**src/verilog/pin_mux_pkg.sv**
```systemverilog
// Constants for the port pin function router.
// Assumes one system clock and a synchronous reset.
package pin_mux_pkg;
  // Flat pin index: A0-A7, B0-B7, C0-C2, C4-C6, D0-D3
  localparam int NUM_PINS = 26;
  localparam int NALT = 3;
  localparam int SEL_W = 2;
  localparam int PORT_A_W = 8;
  localparam int PORT_B_W = 8;
  localparam int PORT_C_W = 7;
  localparam int PORT_D_W = 4;
  localparam int PORT_C_HOLE = 3;
  localparam int C_LOW_N = 3;
  localparam int BASE_A = 0;
  localparam int BASE_B = 8;
  localparam int BASE_C = 16;
  localparam int BASE_D = 22;
  localparam int PIN_A4 = 4;
  localparam int PIN_A5 = 5;
  localparam int PIN_A6 = 6;
  localparam int PIN_A7 = 7;
  localparam int PIN_B0 = 8;
  localparam int PIN_B1 = 9;
  localparam int PIN_B2 = 10;
  localparam int PIN_B3 = 11;
  localparam int PIN_B4 = 12;
  localparam int PIN_B5 = 13;
  localparam int PIN_B6 = 14;
  localparam int PIN_B7 = 15;
  localparam int PIN_C2 = 18;
  localparam int PIN_C4 = 19;
  localparam int PIN_C6 = 21;
  localparam int PIN_D1 = 23;
  localparam logic [SEL_W-1:0] ALT_FIRST = 2'h0;
  localparam logic [SEL_W-1:0] ALT_SECOND = 2'h1;
  localparam logic [SEL_W-1:0] ALT_THIRD = 2'h2;
  localparam logic [SEL_W-1:0] ALT_EXTERNAL_CLOCK_INPUT = 2'h2;
  // Alternatives per pin, in select order:
  // A0-A3 pulse out; A4 pulse_out_4/timer_a_chan2/fault_in_1
  // A5 pulse_out_5/timer_a_chan3/fault_in_2; A6 fault_in_0/timer_a_chan0
  // A7 external reset; B0 qserial_clock/scl; B1 qserial_slave_select/sda
  // B2 qserial_data_in/timer_a_chan2/pulse_source_in_0
  // B3 qserial_data_out/timer_a_chan3/pulse_source_in_1
  // B4 timer_a_chan0/clock_output_pin/pulse_source_in_2
  // B5 timer_a_chan1/fault_in_3/external_clock_input
  // B6 async_serial_receive/sda/external_clock_input
  // B7 async_serial_transmit/scl; C2 analog_in_a2/converter_a_high_ref
  // C4 analog_in_b0/comparator_b_input3; C6 analog_in_b2/converter_b_high_ref
  // D0-D3 test port
  localparam logic [SEL_W-1:0] ALT_COUNT [NUM_PINS] = '{
    2'h1, 2'h1, 2'h1, 2'h1, 2'h3, 2'h3, 2'h2, 2'h1,
    2'h2, 2'h2, 2'h3, 2'h3, 2'h3, 2'h3, 2'h3, 2'h2,
    2'h1, 2'h1, 2'h2, 2'h2, 2'h1, 2'h2,
    2'h1, 2'h1, 2'h1, 2'h1};
  localparam logic PIN_RST = 1'b0;
  localparam logic OWN_RST = 1'b1;
  localparam logic RESET_IDLE = 1'b1;
endpackage

```
**src/verilog/input_sync.sv**
```systemverilog
// Two-stage synchroniser for package pin inputs.
// Assumes pins are asynchronous to clk_i.
`timescale 1ns/1ps
`default_nettype none
module input_sync #(
  parameter int W = 1
) (
  // Clock and reset
  input wire logic clk_i,
  input wire logic sys_rst_i,
  // Data
  input wire logic [W-1:0] async_i,
  output logic [W-1:0] sync_o
);
  import pin_mux_pkg::*;

  typedef struct packed {
    logic [W-1:0] meta;
    logic [W-1:0] stable;
  } sync_state_t;

  sync_state_t q;
  sync_state_t d;

  // First stage feeds only the second
  always_comb
  begin
    d.meta = async_i;
    d.stable = q.meta;
  end

  always_ff @(posedge clk_i)
  begin
    if (sys_rst_i)
      q <= '{meta: {W{PIN_RST}}, stable: {W{PIN_RST}}};
    else
      q <= d;
  end

  assign sync_o = q.stable;
endmodule
`default_nettype wire

```
**src/verilog/pin_route_cell.sv**
```systemverilog
// One pin's router between port logic and its peripheral alternatives.
// Assumes pin_i is already synchronised; select comes from clk_i logic.
`timescale 1ns/1ps
`default_nettype none
module pin_route_cell #(
  parameter int NALT = 3,
  parameter int SEL_W = 2,
  parameter logic [SEL_W-1:0] NCNT = 1
) (
  // Clock and reset
  input wire logic clk_i,
  input wire logic sys_rst_i,
  // Control
  input wire logic [SEL_W-1:0] sel_i,
  input wire logic periph_i,
  input wire logic gpio_dout_i,
  input wire logic gpio_dir_i,
  input wire logic pin_i,
  // Peripheral side
  input wire logic [NALT-1:0] alt_out_i,
  input wire logic [NALT-1:0] alt_oe_i,
  output logic [NALT-1:0] alt_in_o,
  // Pin side
  output logic pin_out_o,
  output logic pin_oe_o,
  output logic bad_sel_o
);
  import pin_mux_pkg::*;

  typedef struct packed {
    logic out;
    logic oe;
    logic bad;
    logic [NALT-1:0] alt_in;
  } cell_state_t;

  cell_state_t q;
  cell_state_t d;
  logic [SEL_W-1:0] eff_sel;

  // Unused codes fall back to the first alternative
  always_comb
  begin
    eff_sel = (sel_i < NCNT) ? sel_i : ALT_FIRST;
    d.bad = periph_i && (sel_i >= NCNT);
    if (periph_i)
    begin
      d.out = alt_out_i[eff_sel];
      d.oe = alt_oe_i[eff_sel];
      d.alt_in = NALT'(pin_i) << eff_sel;
    end
    else
    begin
      d.out = gpio_dout_i;
      d.oe = gpio_dir_i;
      d.alt_in = '0;
    end
  end

  always_ff @(posedge clk_i)
  begin
    if (sys_rst_i)
      q <= '{out: PIN_RST, oe: PIN_RST, bad: PIN_RST, alt_in: '0};
    else
      q <= d;
  end

  assign pin_out_o = q.out;
  assign pin_oe_o = q.oe;
  assign bad_sel_o = q.bad;
  assign alt_in_o = q.alt_in;
endmodule
`default_nettype wire

```
**src/verilog/port_pin_mux.sv**
```systemverilog
// Top of the four-port pin function router.
// Assumes port logic, peripherals and the select word share clk_i;
// package pins are asynchronous and are synchronised here.
//
// What this block does
// - Ports A and B have 8 pins, C has 6 (no bit 3), D has 4.
// - After reset A7 is external reset, D0-D3 test port, rest plain I/O.
// - A4 goes to pulse_out_4, timer_a_chan2 or fault_in_1 by select.
// - A5 goes to pulse_out_5, timer_a_chan3 or fault_in_2 by select.
// - A6 goes to fault_in_0 or timer_a_chan0 by select.
// - B0 carries qserial_clock or two-wire clock by select.
// - B1 carries qserial_slave_select or two-wire data by select.
// - B2 carries qserial_data_in, timer_a_chan2 or pulse_source_in_0.
// - B3 carries qserial_data_out, timer_a_chan3 or pulse_source_in_1.
// - B4 carries timer_a_chan0, clock_output_pin or pulse_source_in_2.
// - B5 carries timer_a_chan1, fault_in_3 or external_clock_input.
// - B6 carries async_serial_receive, two-wire data or external clock.
// - B7 carries async_serial_transmit or two-wire clock by select.
// - External clock on B5/B6 works only when the clock generator allows.
// - C2 goes to analog_in_a2 or converter_a_high_ref by select.
// - C4 goes to analog_in_b0 or comparator_b_input3 by select.
// - C6 goes to analog_in_b2 or converter_b_high_ref by select.
`timescale 1ns/1ps
`default_nettype none
module port_pin_mux (
  // Clock and reset
  input wire logic clk_i,
  input wire logic sys_rst_i,
  // Package pins
  input wire logic [pin_mux_pkg::PORT_A_W-1:0] pin_a_in_i,
  output logic [pin_mux_pkg::PORT_A_W-1:0] pin_a_out_o,
  output logic [pin_mux_pkg::PORT_A_W-1:0] pin_a_oe_o,
  input wire logic [pin_mux_pkg::PORT_B_W-1:0] pin_b_in_i,
  output logic [pin_mux_pkg::PORT_B_W-1:0] pin_b_out_o,
  output logic [pin_mux_pkg::PORT_B_W-1:0] pin_b_oe_o,
  input wire logic [pin_mux_pkg::PORT_C_W-1:0] pin_c_in_i,
  output logic [pin_mux_pkg::PORT_C_W-1:0] pin_c_out_o,
  output logic [pin_mux_pkg::PORT_C_W-1:0] pin_c_oe_o,
  input wire logic [pin_mux_pkg::PORT_D_W-1:0] pin_d_in_i,
  output logic [pin_mux_pkg::PORT_D_W-1:0] pin_d_out_o,
  output logic [pin_mux_pkg::PORT_D_W-1:0] pin_d_oe_o,
  // Port logic, flat pin index
  input wire logic [pin_mux_pkg::NUM_PINS-1:0] gpio_dout_i,
  input wire logic [pin_mux_pkg::NUM_PINS-1:0] gpio_dir_i,
  input wire logic [pin_mux_pkg::NUM_PINS-1:0] gpio_periph_en_i,
  output logic [pin_mux_pkg::NUM_PINS-1:0] gpio_din_o,
  // Pin group select word
  input wire logic [pin_mux_pkg::NUM_PINS*pin_mux_pkg::SEL_W-1:0]
    pin_group_select_reg_i,
  // Reset-function release
  input wire logic reset_pin_release_i,
  input wire logic test_port_release_i,
  output logic reset_pin_owned_o,
  output logic test_port_owned_o,
  output logic ext_reset_n_o,
  // Peripheral alternatives, pin*NALT+alt
  input wire logic [pin_mux_pkg::NUM_PINS*pin_mux_pkg::NALT-1:0] alt_out_i,
  input wire logic [pin_mux_pkg::NUM_PINS*pin_mux_pkg::NALT-1:0] alt_oe_i,
  output logic [pin_mux_pkg::NUM_PINS*pin_mux_pkg::NALT-1:0] alt_in_o,
  output logic [pin_mux_pkg::NUM_PINS-1:0] bad_sel_o,
  // Clock generator
  input wire logic ext_clk_enable_i,
  output logic external_clock_input_o,
  output logic ext_clk_routed_o,
  output logic clk_conflict_o
);
  import pin_mux_pkg::*;

  typedef struct packed {
    logic reset_own;
    logic test_own;
    logic ext_reset_n;
    logic ext_clk;
    logic clk_routed;
    logic clk_conflict;
  } mux_state_t;

  mux_state_t q;
  mux_state_t d;

  logic [NUM_PINS-1:0] pin_raw;
  logic [NUM_PINS-1:0] pin_sync;
  logic [NUM_PINS-1:0] own_mask;
  logic [NUM_PINS-1:0] periph;
  logic [NUM_PINS-1:0] cell_out;
  logic [NUM_PINS-1:0] cell_oe;
  logic b5_external_clock_input;
  logic b6_external_clock_input;

  // Port C has no bit 3, so it is skipped in the flat index
  assign pin_raw = {pin_d_in_i,
                    pin_c_in_i[PORT_C_HOLE+1 +: C_LOW_N],
                    pin_c_in_i[0 +: C_LOW_N],
                    pin_b_in_i,
                    pin_a_in_i};

  input_sync #(
    .W(NUM_PINS)
  ) u_sync (
    .clk_i(clk_i),
    .sys_rst_i(sys_rst_i),
    .async_i(pin_raw),
    .sync_o(pin_sync)
  );

  // Reset-function pins count as peripheral-owned until released
  always_comb
  begin
    own_mask = '0;
    own_mask[PIN_A7] = q.reset_own;
    own_mask[BASE_D +: PORT_D_W] = {PORT_D_W{q.test_own}};
    periph = gpio_periph_en_i | own_mask;
  end

  genvar p;
  generate
    for (p = 0; p < NUM_PINS; p++)
    begin : g_pin
      pin_route_cell #(
        .NALT(NALT),
        .SEL_W(SEL_W),
        .NCNT(ALT_COUNT[p])
      ) u_cell (
        .clk_i(clk_i),
        .sys_rst_i(sys_rst_i),
        .sel_i(pin_group_select_reg_i[p*SEL_W +: SEL_W]),
        .periph_i(periph[p]),
        .gpio_dout_i(gpio_dout_i[p]),
        .gpio_dir_i(gpio_dir_i[p]),
        .pin_i(pin_sync[p]),
        .alt_out_i(alt_out_i[p*NALT +: NALT]),
        .alt_oe_i(alt_oe_i[p*NALT +: NALT]),
        .alt_in_o(alt_in_o[p*NALT +: NALT]),
        .pin_out_o(cell_out[p]),
        .pin_oe_o(cell_oe[p]),
        .bad_sel_o(bad_sel_o[p])
      );
    end
  endgenerate

  // External clock: B5 wins if both pins pick it
  always_comb
  begin
    b5_external_clock_input = periph[PIN_B5] &&
      (pin_group_select_reg_i[PIN_B5*SEL_W +: SEL_W] == ALT_EXTERNAL_CLOCK_INPUT);
    b6_external_clock_input = periph[PIN_B6] &&
      (pin_group_select_reg_i[PIN_B6*SEL_W +: SEL_W] == ALT_EXTERNAL_CLOCK_INPUT);
    d.reset_own = !reset_pin_release_i;
    d.test_own = !test_port_release_i;
    d.ext_reset_n = q.reset_own ? pin_sync[PIN_A7] : RESET_IDLE;
    d.clk_routed = ext_clk_enable_i && (b5_external_clock_input || b6_external_clock_input);
    d.ext_clk = d.clk_routed &&
      (b5_external_clock_input ? pin_sync[PIN_B5] : pin_sync[PIN_B6]);
    d.clk_conflict = b5_external_clock_input && b6_external_clock_input;
  end

  // Reset hands A7 and port D to their reset functions
  always_ff @(posedge clk_i)
  begin
    if (sys_rst_i)
      q <= '{reset_own: OWN_RST, test_own: OWN_RST,
             ext_reset_n: RESET_IDLE, ext_clk: PIN_RST,
             clk_routed: PIN_RST, clk_conflict: PIN_RST};
    else
      q <= d;
  end

  assign pin_a_out_o = cell_out[BASE_A +: PORT_A_W];
  assign pin_a_oe_o = cell_oe[BASE_A +: PORT_A_W];
  assign pin_b_out_o = cell_out[BASE_B +: PORT_B_W];
  assign pin_b_oe_o = cell_oe[BASE_B +: PORT_B_W];
  // Missing bit 3 never drives
  assign pin_c_out_o = {cell_out[BASE_C+C_LOW_N +: C_LOW_N], PIN_RST,
                        cell_out[BASE_C +: C_LOW_N]};
  assign pin_c_oe_o = {cell_oe[BASE_C+C_LOW_N +: C_LOW_N], PIN_RST,
                       cell_oe[BASE_C +: C_LOW_N]};
  assign pin_d_out_o = cell_out[BASE_D +: PORT_D_W];
  assign pin_d_oe_o = cell_oe[BASE_D +: PORT_D_W];
  assign gpio_din_o = pin_sync;
  assign reset_pin_owned_o = q.reset_own;
  assign test_port_owned_o = q.test_own;
  assign ext_reset_n_o = q.ext_reset_n;
  assign external_clock_input_o = q.ext_clk;
  assign ext_clk_routed_o = q.clk_routed;
  assign clk_conflict_o = q.clk_conflict;
endmodule
`default_nettype wire
```
**config.mk**
```make
export PLATFORM = sky130hd
export DESIGN_NAME = port_pin_mux
export DESIGN_NICKNAME = d
export VERILOG_FILES = /design/src/verilog/pin_mux_pkg.sv /design/src/verilog/input_sync.sv /design/src/verilog/pin_route_cell.sv /design/src/verilog/port_pin_mux.sv
export SDC_FILE = /design/constraint.sdc
export NUM_CORES = 1
export LEC_CHECK = 0
export ABC_AREA = 1
export ABC_CLOCK_PERIOD_IN_PS = 2200
export BUFFER_PORTS_ARGS = -buffer_cell sky130_fd_sc_hd__buf_2
export CORE_AREA = 2 2 199 201
export CTS_BUF_LIST = sky130_fd_sc_hd__clkbuf_4
export DETAILED_ROUTE_END_ITERATION = 12
export DIE_AREA = 0 0 201 203
export SYNTH_ARGS = -nofsm -noshare
export SYNTH_HDL_FRONTEND = slang
export SYNTH_HIERARCHICAL = 1
export SYNTH_SLANG_ARGS = --single-unit
```
**constraint.sdc**
```tcl
create_clock -name clk_i -period 2.2 [get_ports clk_i]
set_input_delay 0.11 -clock clk_i [delete_from_list [all_inputs] [get_ports clk_i]]
set_output_delay 0.11 -clock clk_i [all_outputs]
set_load 0.05 [all_outputs]
```
== Word-level counts from Yosys, hierarchy flattened ==
Index checks and enable logic that the tools add are counted.

* Multiplexer cells: 157
* Bitwise operators: 28
* Reductions and logical operators: 61
* Equality and inequality tests: 2
* $lt $le $gt $ge: 78
* Shift-type cells: 26

{| class="wikitable"
|+ Operators by type and width
! kind !! number
|-
| binary-select mux 1 bit (select 2 bit) || 52
|-
| two-way mux 2 bit || 52
|-
| less-than comparator 2 x 3 -> 1 bit, second input constant || 26
|-
| left shift 1 x 2 -> 3 bit || 26
|-
| OR reduction 2 bit || 27
|-
| two-way mux 1 bit || 53
|-
| logical AND 1 bit || 31
|-
| >= comparator 2 bit, second input constant || 14
|-
| less-than comparator 2 bit, second input constant || 14
|-
| inverter 1 bit || 27
|-
| OR 26 bit || 1
|-
| >= comparator 2 x 1 -> 1 bit, second input constant || 12
|-
| less-than comparator 2 x 1 -> 1 bit, second input constant || 12
|-
| equality test 2 bit, second input constant || 2
|-
| logical NOT 1 bit || 2
|-
| logical OR 1 bit || 1
|}

* Bits of input ports: 318
* Register bits after elaboration: 214
* Output and inout port bits: 190

== Depth between registers and ports, before layout ==
Gate-level depths: netlist of run 1.

* Word-level depth: 5
* Mapped depth: 6

== Hierarchy ==
The synthesis of run 1 kept the hierarchy.

{| class="wikitable"
|+ Modules (own cells, without submodules)
! module !! cells an instance !! sequential area each (µm²) !! area each (µm²) !! times used
|-
| pin_route_cell (g_pin[0].u_cell ...) || 23 || 120.1 || 183.9 || 12
|-
| pin_route_cell (g_pin[10].u_cell ...) || 34 || 120.1 || 245.2 || 7
|-
| input_sync || 162 || 1041.0 || 1498.9 || 1
|-
| pin_route_cell (g_pin[15].u_cell ...) || 29 || 100.1 || 203.9 || 7
|-
| port_pin_mux || 33 || 120.1 || 261.5 || 1
|}

== Worst setup path before layout of run 1 ==
Ideal clock, no wire load.

* Kind: register -> register
* Start point: register q (netlist bit test_port_owned_o)
* End point: register g_pin[22].u_cell.q (netlist bit g_pin[22].u_cell/pin_oe_o)
* Stages on the path, launching flop included: 4
* Setup slack: 1.075 ns
* Library setup time: 0.113 ns
* Arrival: 1.013 ns
* Cell sequence: dfxtp_1 -> or2_2 -> nor2_1 -> nor2_1

* Longest elaborated chain between the ends: 2

{| class="wikitable"
|+ Ends and longest elaborated chain
! what !! RTL line !! RTL
|-
| from (decl) || port_pin_mux.sv:78 || <nowiki>mux_state_t q;</nowiki>
|-
| from (signal assigned) || port_pin_mux.sv:161 || <nowiki>q <= '{reset_own: OWN_RST, test_own: OWN_RST,</nowiki>
|-
| OR 26 bit || port_pin_mux.sv:112 || <nowiki>periph = gpio_periph_en_i | own_mask;</nowiki>
|-
| named net periph[22] || port_pin_mux.sv:84 || <nowiki>logic [NUM_PINS-1:0] periph;</nowiki>
|-
| two-way mux 2 bit || pin_route_cell.sv:46 || <nowiki>if (periph_i)</nowiki>
|-
| to (signal assigned) || pin_route_cell.sv:63 || <nowiki>q <= '{out: PIN_RST, oe: PIN_RST, bad: PIN_RST, alt_in: '0};</nowiki>
|-
| to (decl) || pin_route_cell.sv:37 || <nowiki>cell_state_t q;</nowiki>
|}

The timed path passes the listed nets, and every way through them passes these cells.
A chain may end at the register's enable or synchronous reset.

==> results of run 1 <==
==> flip-flops by register name (all words and copies together) (netlist names) <==
signal / flops
g_pin.u_cell/alt_in_o: 71
g_pin.u_cell/bad_sel_o: 26
g_pin.u_cell/pin_oe_o: 26
g_pin.u_cell/pin_out_o: 26
u_sync/d: 26
u_sync/sync_o: 26
clk_conflict_o: 1
ext_clk_routed_o: 1
ext_reset_n_o: 1
external_clock_input_o: 1
reset_pin_owned_o: 1
test_port_owned_o: 1
==> power groups by stage <==
stage	Sequential (mW)	Combinational [mW]	Clock, mW
2_1_floorplan	4.58	0.359	0
3_3_place_gp	4.06	1.39	0
3_5_place_dp	4.06	1.40	0
4_1_cts	3.98	1.86	3.77
5_1_grt	3.99	2.04	3.98
6_report	3.98	1.90	3.60
==> final cells by class <==
class / instances / area [um2] / share of cell area, %
Sequential cell: 207 / 4144 / 29.56
Clock buffer: 83 / 623.1 / 4.444
Tap cell: 518 / 648.1 / 4.623
Clock inverter: 16 / 115.1 / 0.8210
Antenna cell: 1 / 2.502 / 0.01785
Timing Repair Buffer: 776 / 5604 / 39.97
Inverter: 169 / 634.4 / 4.524
Multi-Input combinational cell: 534 / 2250 / 16.05
==> cell families (layout without fill, tap and decap cells) <==
logic type,Yosys count,after routing,share of synthesized area (%)
flip-flops,207,207,58.27
AO/OA/AOI/OAI,49,49,3.448
other,20,34,1.056
AND/OR/NAND/NOR,452,452,26.41
buffers and inverters,184,1044,10.82
==> worst paths after layout <==
path | start | endpoint
max | sys_rst_i | g_pin[14].u_cell/pin_out_o$_SDFF_PP0_
min | pin_group_select_reg_i[42] | g_pin[21].u_cell/alt_in_o[1]$_SDFF_PP0_
max reg2reg | test_port_owned_o$_SDFF_PP1_ | g_pin[24].u_cell/pin_out_o$_SDFF_PP0_
min reg2reg | u_sync/d[6]$_SDFF_PP0_ | u_sync/sync_o[6]$_SDFF_PP0_
==> timing repair <==
item / in CTS / in global routing
hold buffers: 339 / 0
setup endpoints to repair: 0 / 3
gates resized for setup: 0 / 2
hold endpoints to repair: 183 / 0
==> metrics by stage <==
step,std cells,hold slack [ns]
2_1_floorplan,925,0.1788
3_3_place_gp,1865,0.2814
3_5_place_dp,1865,0.2877
4_1_cts,2303,0.07347
5_1_grt,2304,0.1389
6_report,2304,0.2219
==> worst min-delay path, cell delays in order <==
cell and delay [ns]:
dlygate4sd3_1 0.53, buf_2 0.16, nand2_1 0.07, nor2_1 0.04
==> synth_stat cells, types with 2 or more instances <==
library cell / count / area share (%)
a21oi_1: 21 / 1.5
buf_4: 9 / 0.95
buf_6: 6 / 0.95
conb_1: 20 / 1.1
dfxtp_1: 207 / 58
inv_1: 147 / 7.8
inv_2: 21 / 1.1
nand2_1: 94 / 5.0
nand2_2: 21 / 1.8
nand3_1: 77 / 5.4
nand3_2: 2 / 0.28
nor2_1: 250 / 13
o21ai_0: 28 / 2.0
or2_2: 5 / 0.44
==> per-layer routing <==
| metal | GRT usage [%] | vias up | part of all wire, % |
|---|---|---|---|
| met5 | 0 | - | 0 |
| li1 | - | 4366 | - |
| met3 | 4.655 | 129 | 7.9 |
| met2 | 25.52 | 425 | 51 |
| met1 | 13.03 | 4003 | 36 |
| met4 | 9.180 | 0 | 5.3 |
==> impl_results.md, run 1 <==
* Leakage at approximately 7.6 nW
* Yosys reg bits at 207
* Design Power at 9.482 mW
* Drt total wl at ~29 mm
* Clk root buf: clkbuf_4
* Post-layout util at a little over a third
* WL/cell at 12.50 um
* Clk pwr share at 38.0%
* CTS Sinks at 207
* Post-CTS setup buffer count at 0
* Pins Over Slew Limit at 0
* Ratio of cells with drive above 1 in the final layout at between 30 and 40%
* DP Wirelength at ~18 mm
* Post-synth EDFFs at 0
* Worst Path Max Fanout at 48
* Layout area overhead at 97.15%
* Cell area after synthesis at slightly above 7000 um2
* First-pass GRT wire length at between 40 and 50 mm
* Initial antenna violation count at 1
* Async SR Flop Fraction at 0%
* Sequential share of the synthesized area at between 50% and 60%
* Buf/Inv on CP at 6
* TritonCTS clock tree: yes
* Initial DRC count at between 300 and 400
* Critical Path Stages at 8
* GRT Overall Usage at approximately 14%
* Critical Path Max Stage Delay at a little under 0.6 ns
* Worst VDD drop at around 0.42 mV
* Worst-Skew Late Latency at roughly 0.73 ns
* DR vias at just under 9000
* Post-place instance area at roughly 9900 um2
* DRC at 0
* Count of cell types in the netlist at 18
* Post-synth top flop: dfxtp_1
* Overflow after GRT at 0
* Die Wd at around 200 um
* Fill cells at approximately 3800
* Most frequent cells in the layout: buf_2 (434), dlygate4sd3_1 (339), nor2_1 (250), dfxtp_1 (207), inv_1 (147)
* Worst Reg-to-Reg Cells at 5
* Critical path required time at around 2.8 ns
* Via density at about 3.9
* Die height at slightly above 200 um
* Final Skew at 0.03235 ns
* Clock Pin Slew Worst Setup and Hold Paths at 0.06 ns
* CP Launch Type: input pin
* CORE AREA at between 30000 and 40000 um2
* Pwr dens at around 680 nW/um2
* Vias in the first global route at about 9500
* Status: finished clean
* Crit-path most repeated cell: dlygate4sd3_1
* Initial Util at 18.49%
* Crit share post-route at just under 100%
* Final worst slack at 0.05171 ns
* Final net count at a little over 2000
* Largest net degree at the start of global routing at a little under 50
* Max-cap violations at 0
* Critical-path cell list: dlygate4sd3_1, buf_4, buf_12, inv_1, o21ai_0, dlygate4sd3_1, nor2_1, dlygate4sd3_1
* CTS H-tree depth at 2
* Crit Path Class: in2reg
* Worst path slowest cell: dlygate4sd3_1
* First drt pass iteration count at 5
* Logic pwr share at 20.1%
* Hold path depth at 4
* Fin area at about 14000 um2
* Synth warn at 6
* F_max at 465.5 MHz
* Top-Level Pins at 508
* P_sw at roughly 2.8 mW
* Post-Place Worst Slack at around 0.95 ns
* CP delay by family, top: buffers and inverters
* Unrepaired setup endpoints after global routing: no
* Setup TNS at 0 ns
* Sw frac at ~30%
* Num CTS Buffers at 56
* Cell row count at between 70 and 80
* Full die area at 40800 um2
* Pint at about 6.7 mW
* Post-DRT Antenna Nets at 0
* Reg power frac at between 40% and 50%
* PortBufs at 435
* Final number of setup-violating endpoints at 0
* Final Hold Violating Endpoints at 0
* Post-Synthesis Cells at 912
* Reg2reg setup slack at around 0.060 ns
* CP endpoint kind: flop
* Worst Hold Class: in2reg
* GPL Wtd Cong at between 0.9 and 1
* Clock buffer depth at 3
* Syn Area/Cell at between 7 and 8 um2
* Min Tclk post-route at between 2 and 2.5 ns
* Commonest non-fill, non-tap cell in the layout: buf_2
* Worst path arrival time at ~2.7 ns
Power figures use the tool's default switching activity.
==> run 2, diff against run 1 <==
- CORE_AREA: 2 2 199 201 -> 3 3 195 197
- DIE_AREA: 0 0 201 203 -> 0 0 198 200
==> run 2 against run 1 <==
  * Sequential power about the same
  * Total power decreased by 2.6%
  * Worst setup slack got worse by 0.038 ns
  * Flip-flop and latch count unchanged
  * Clock skew decreased by 0.016 ns
  * Largest power group unchanged
  * Combinational power about the same
  * Wire length decreased by 0.40%
  * Die area decreased by 2.9%
  * Clock-buffer cell count increased by 2
  * Fmax decreased by 1.7%
  * Cell count decreased by 2.2%
  * Highest routed layer is now met5
==> impl_results.md, run 2 (same netlist as run 1, synthesis figures left out) <==
* Crit share post-route at roughly 100%
* Top-Level Pins at a little over 500
* Hold path depth at 4
* DRC at 0
* DR vias at approximately 8800
* Crit Path Class: reg2reg
* Ratio of cells with drive above 1 in the final layout at 32.16%
* PortBufs at 435
* Commonest non-fill, non-tap cell in the layout: buf_2
* Setup TNS at 0 ns
* Clk root buf: clkbuf_4
* Leakage at 7.514 nW
* Design Power at between 9 and 10 mW
* Num CTS Buffers at a little under 60
* Clock buffer depth at 3
* Min Tclk post-route at 2.186 ns
* Post-CTS setup buffer count at 0
* Status: finished clean
* CTS Sinks at 207
* Worst Hold Class: in2reg
* Worst path arrival time at approximately 2.8 ns
* CP delay by family, top: buffers and inverters
* Worst path slowest cell: dlygate4sd3_1
* Worst Reg-to-Reg Cells at 5
* Clock Pin Slew Worst Setup and Hold Paths at ~0.06 ns
* Worst VDD drop at between 0.4 and 0.5 mV
* Worst Path Max Fanout at 5
* Pins Over Slew Limit at 0
* Critical Path Max Stage Delay at 0.59 ns
* Worst-Skew Late Latency at roughly 0.70 ns
* Initial Util at between 10% and 20%
* CTS H-tree depth at 2
* CORE AREA at about 36000 um2
* Critical-path cell list: or2_2, nor2_1, dlygate4sd3_1, nor2_1, dlygate4sd3_1
* Pwr dens at between 600 and 700 nW/um2
* CP endpoint kind: flop
* WL/cell at around 13 um
* GPL Wtd Cong at slightly below 0.9
* First drt pass iteration count at 5
* Critical path required time at 2.77 ns
* Layout area overhead at 95.37%
* Final number of setup-violating endpoints at 0
* Post-DRT Antenna Nets at 0
* Vias in the first global route at 9284
* Final Hold Violating Endpoints at 0
* DP Wirelength at around 18 mm
* Number of flip-flops in the largest register at 71
* Initial DRC count at 297
* TritonCTS clock tree: yes
* Overflow after GRT at 0
* Buf/Inv on CP at 2
* Cell row count at 70
* Via density at 3.908
* Final net count at 2062
* Most frequent cells in the layout: buf_2 (434), dlygate4sd3_1 (336), nor2_1 (250), dfxtp_1 (207), inv_1 (147)
* Final Skew at ~0.016 ns
* Die height at roughly 200 um
* Full die area at roughly 40000 um2
* CP Launch Type: flop
* Max-cap violations at 0
* Fill cells at between 3000 and 4000
* Largest net degree at the start of global routing at 39
* Drt total wl at between 20 and 30 mm
* First-pass GRT wire length at around 43 mm
* Die Wd at between 150 and 200 um
* GRT Overall Usage at between 10% and 20%
* Initial antenna violation count at 2
* Critical Path Stages at 5
* F_max at 457.5 MHz
==> run 2: changes by cell type in the layout (fill, tap and decap cells not counted), sizes merged <==
cell,before,now
buf,437,438
bufinv,2,0
clkbuf,83,85
clkinv,15,17
dlygate4sd3,339,336
==> run 2: tightest hold or removal path: cells and delay by family <==
kind,cells,cell delay [ns]
buf+inv,3,0.66
simple gates,1,0.06
==> run 2: what timing repair did <==
item,in CTS,in global routing
endpoints found under the hold margin,178,0
hold buffers,336,0
setup endpoints to repair,0,1
gates resized for setup,0,1
==> run 2: where the power goes <==
part	total [mW]	switching (mW)	internal [mW]
Sequential	3.98	0.0581	3.92
Clock	3.36	1.61	1.75
Combinational	1.90	1.11	0.789
==> run 2: path summary, 6_finish.rpt <==
| check | from | end | slack, ns |
|---|---|---|---|
| max reg2reg | test_port_owned_o$_SDFF_PP1_ | g_pin[23].u_cell/pin_out_o$_SDFF_PP0_ | 0.01 |
| min reg2reg | u_sync/d[0]$_SDFF_PP0_ | u_sync/sync_o[0]$_SDFF_PP0_ | 0.40 |
| max | test_port_owned_o$_SDFF_PP1_ | g_pin[23].u_cell/pin_out_o$_SDFF_PP0_ | 0.01 |
| min | pin_b_in_i[2] | u_sync/d[10]$_SDFF_PP0_ | 0.18 |
==> run 2: final cells by class <==
cell class	count	area, um2	area share, %
diodes	1	2.502	0.01801
repair buffers	774	5578	40.14
clock buffers	85	638.1	4.593
multi-input cells	534	2250	16.19
well taps	468	585.6	4.214
clock inverters	16	62.56	0.4502
inverters	169	634.4	4.566
flip-flops and latches	207	4144	29.82
==> run 2: per-layer routing <==
metal / track usage (%) / routed length, um
met1: 12.67 / 10010
met2: 25.62 / 14800
met3: 5.421 / 2445
met4: 7.890 / 1420
met5: 0 / 17
==> run 2: stage by stage <==
| step | instance area (um2) | instances | hold WS (ns) | setup slack [ns] | utilization, % |
|---|---|---|---|---|---|
| 6_report | 13890 | 2254 | 0.1792 | 0.01407 | 38.14 |
| 5_1_grt | 13890 | 2254 | 0.05595 | -0.01519 | 38.14 |
| 4_1_cts | 13890 | 2253 | 0.02355 | 0.1416 | 38.12 |
| 3_5_place_dp | 9826 | 1816 | 0.2772 | 1.015 | 26.97 |
| 3_3_place_gp | 9826 | 1816 | 0.2779 | 1.018 | 26.97 |
| 2_1_floorplan | 7161 | 925 | 0.1788 | 1.075 | - |
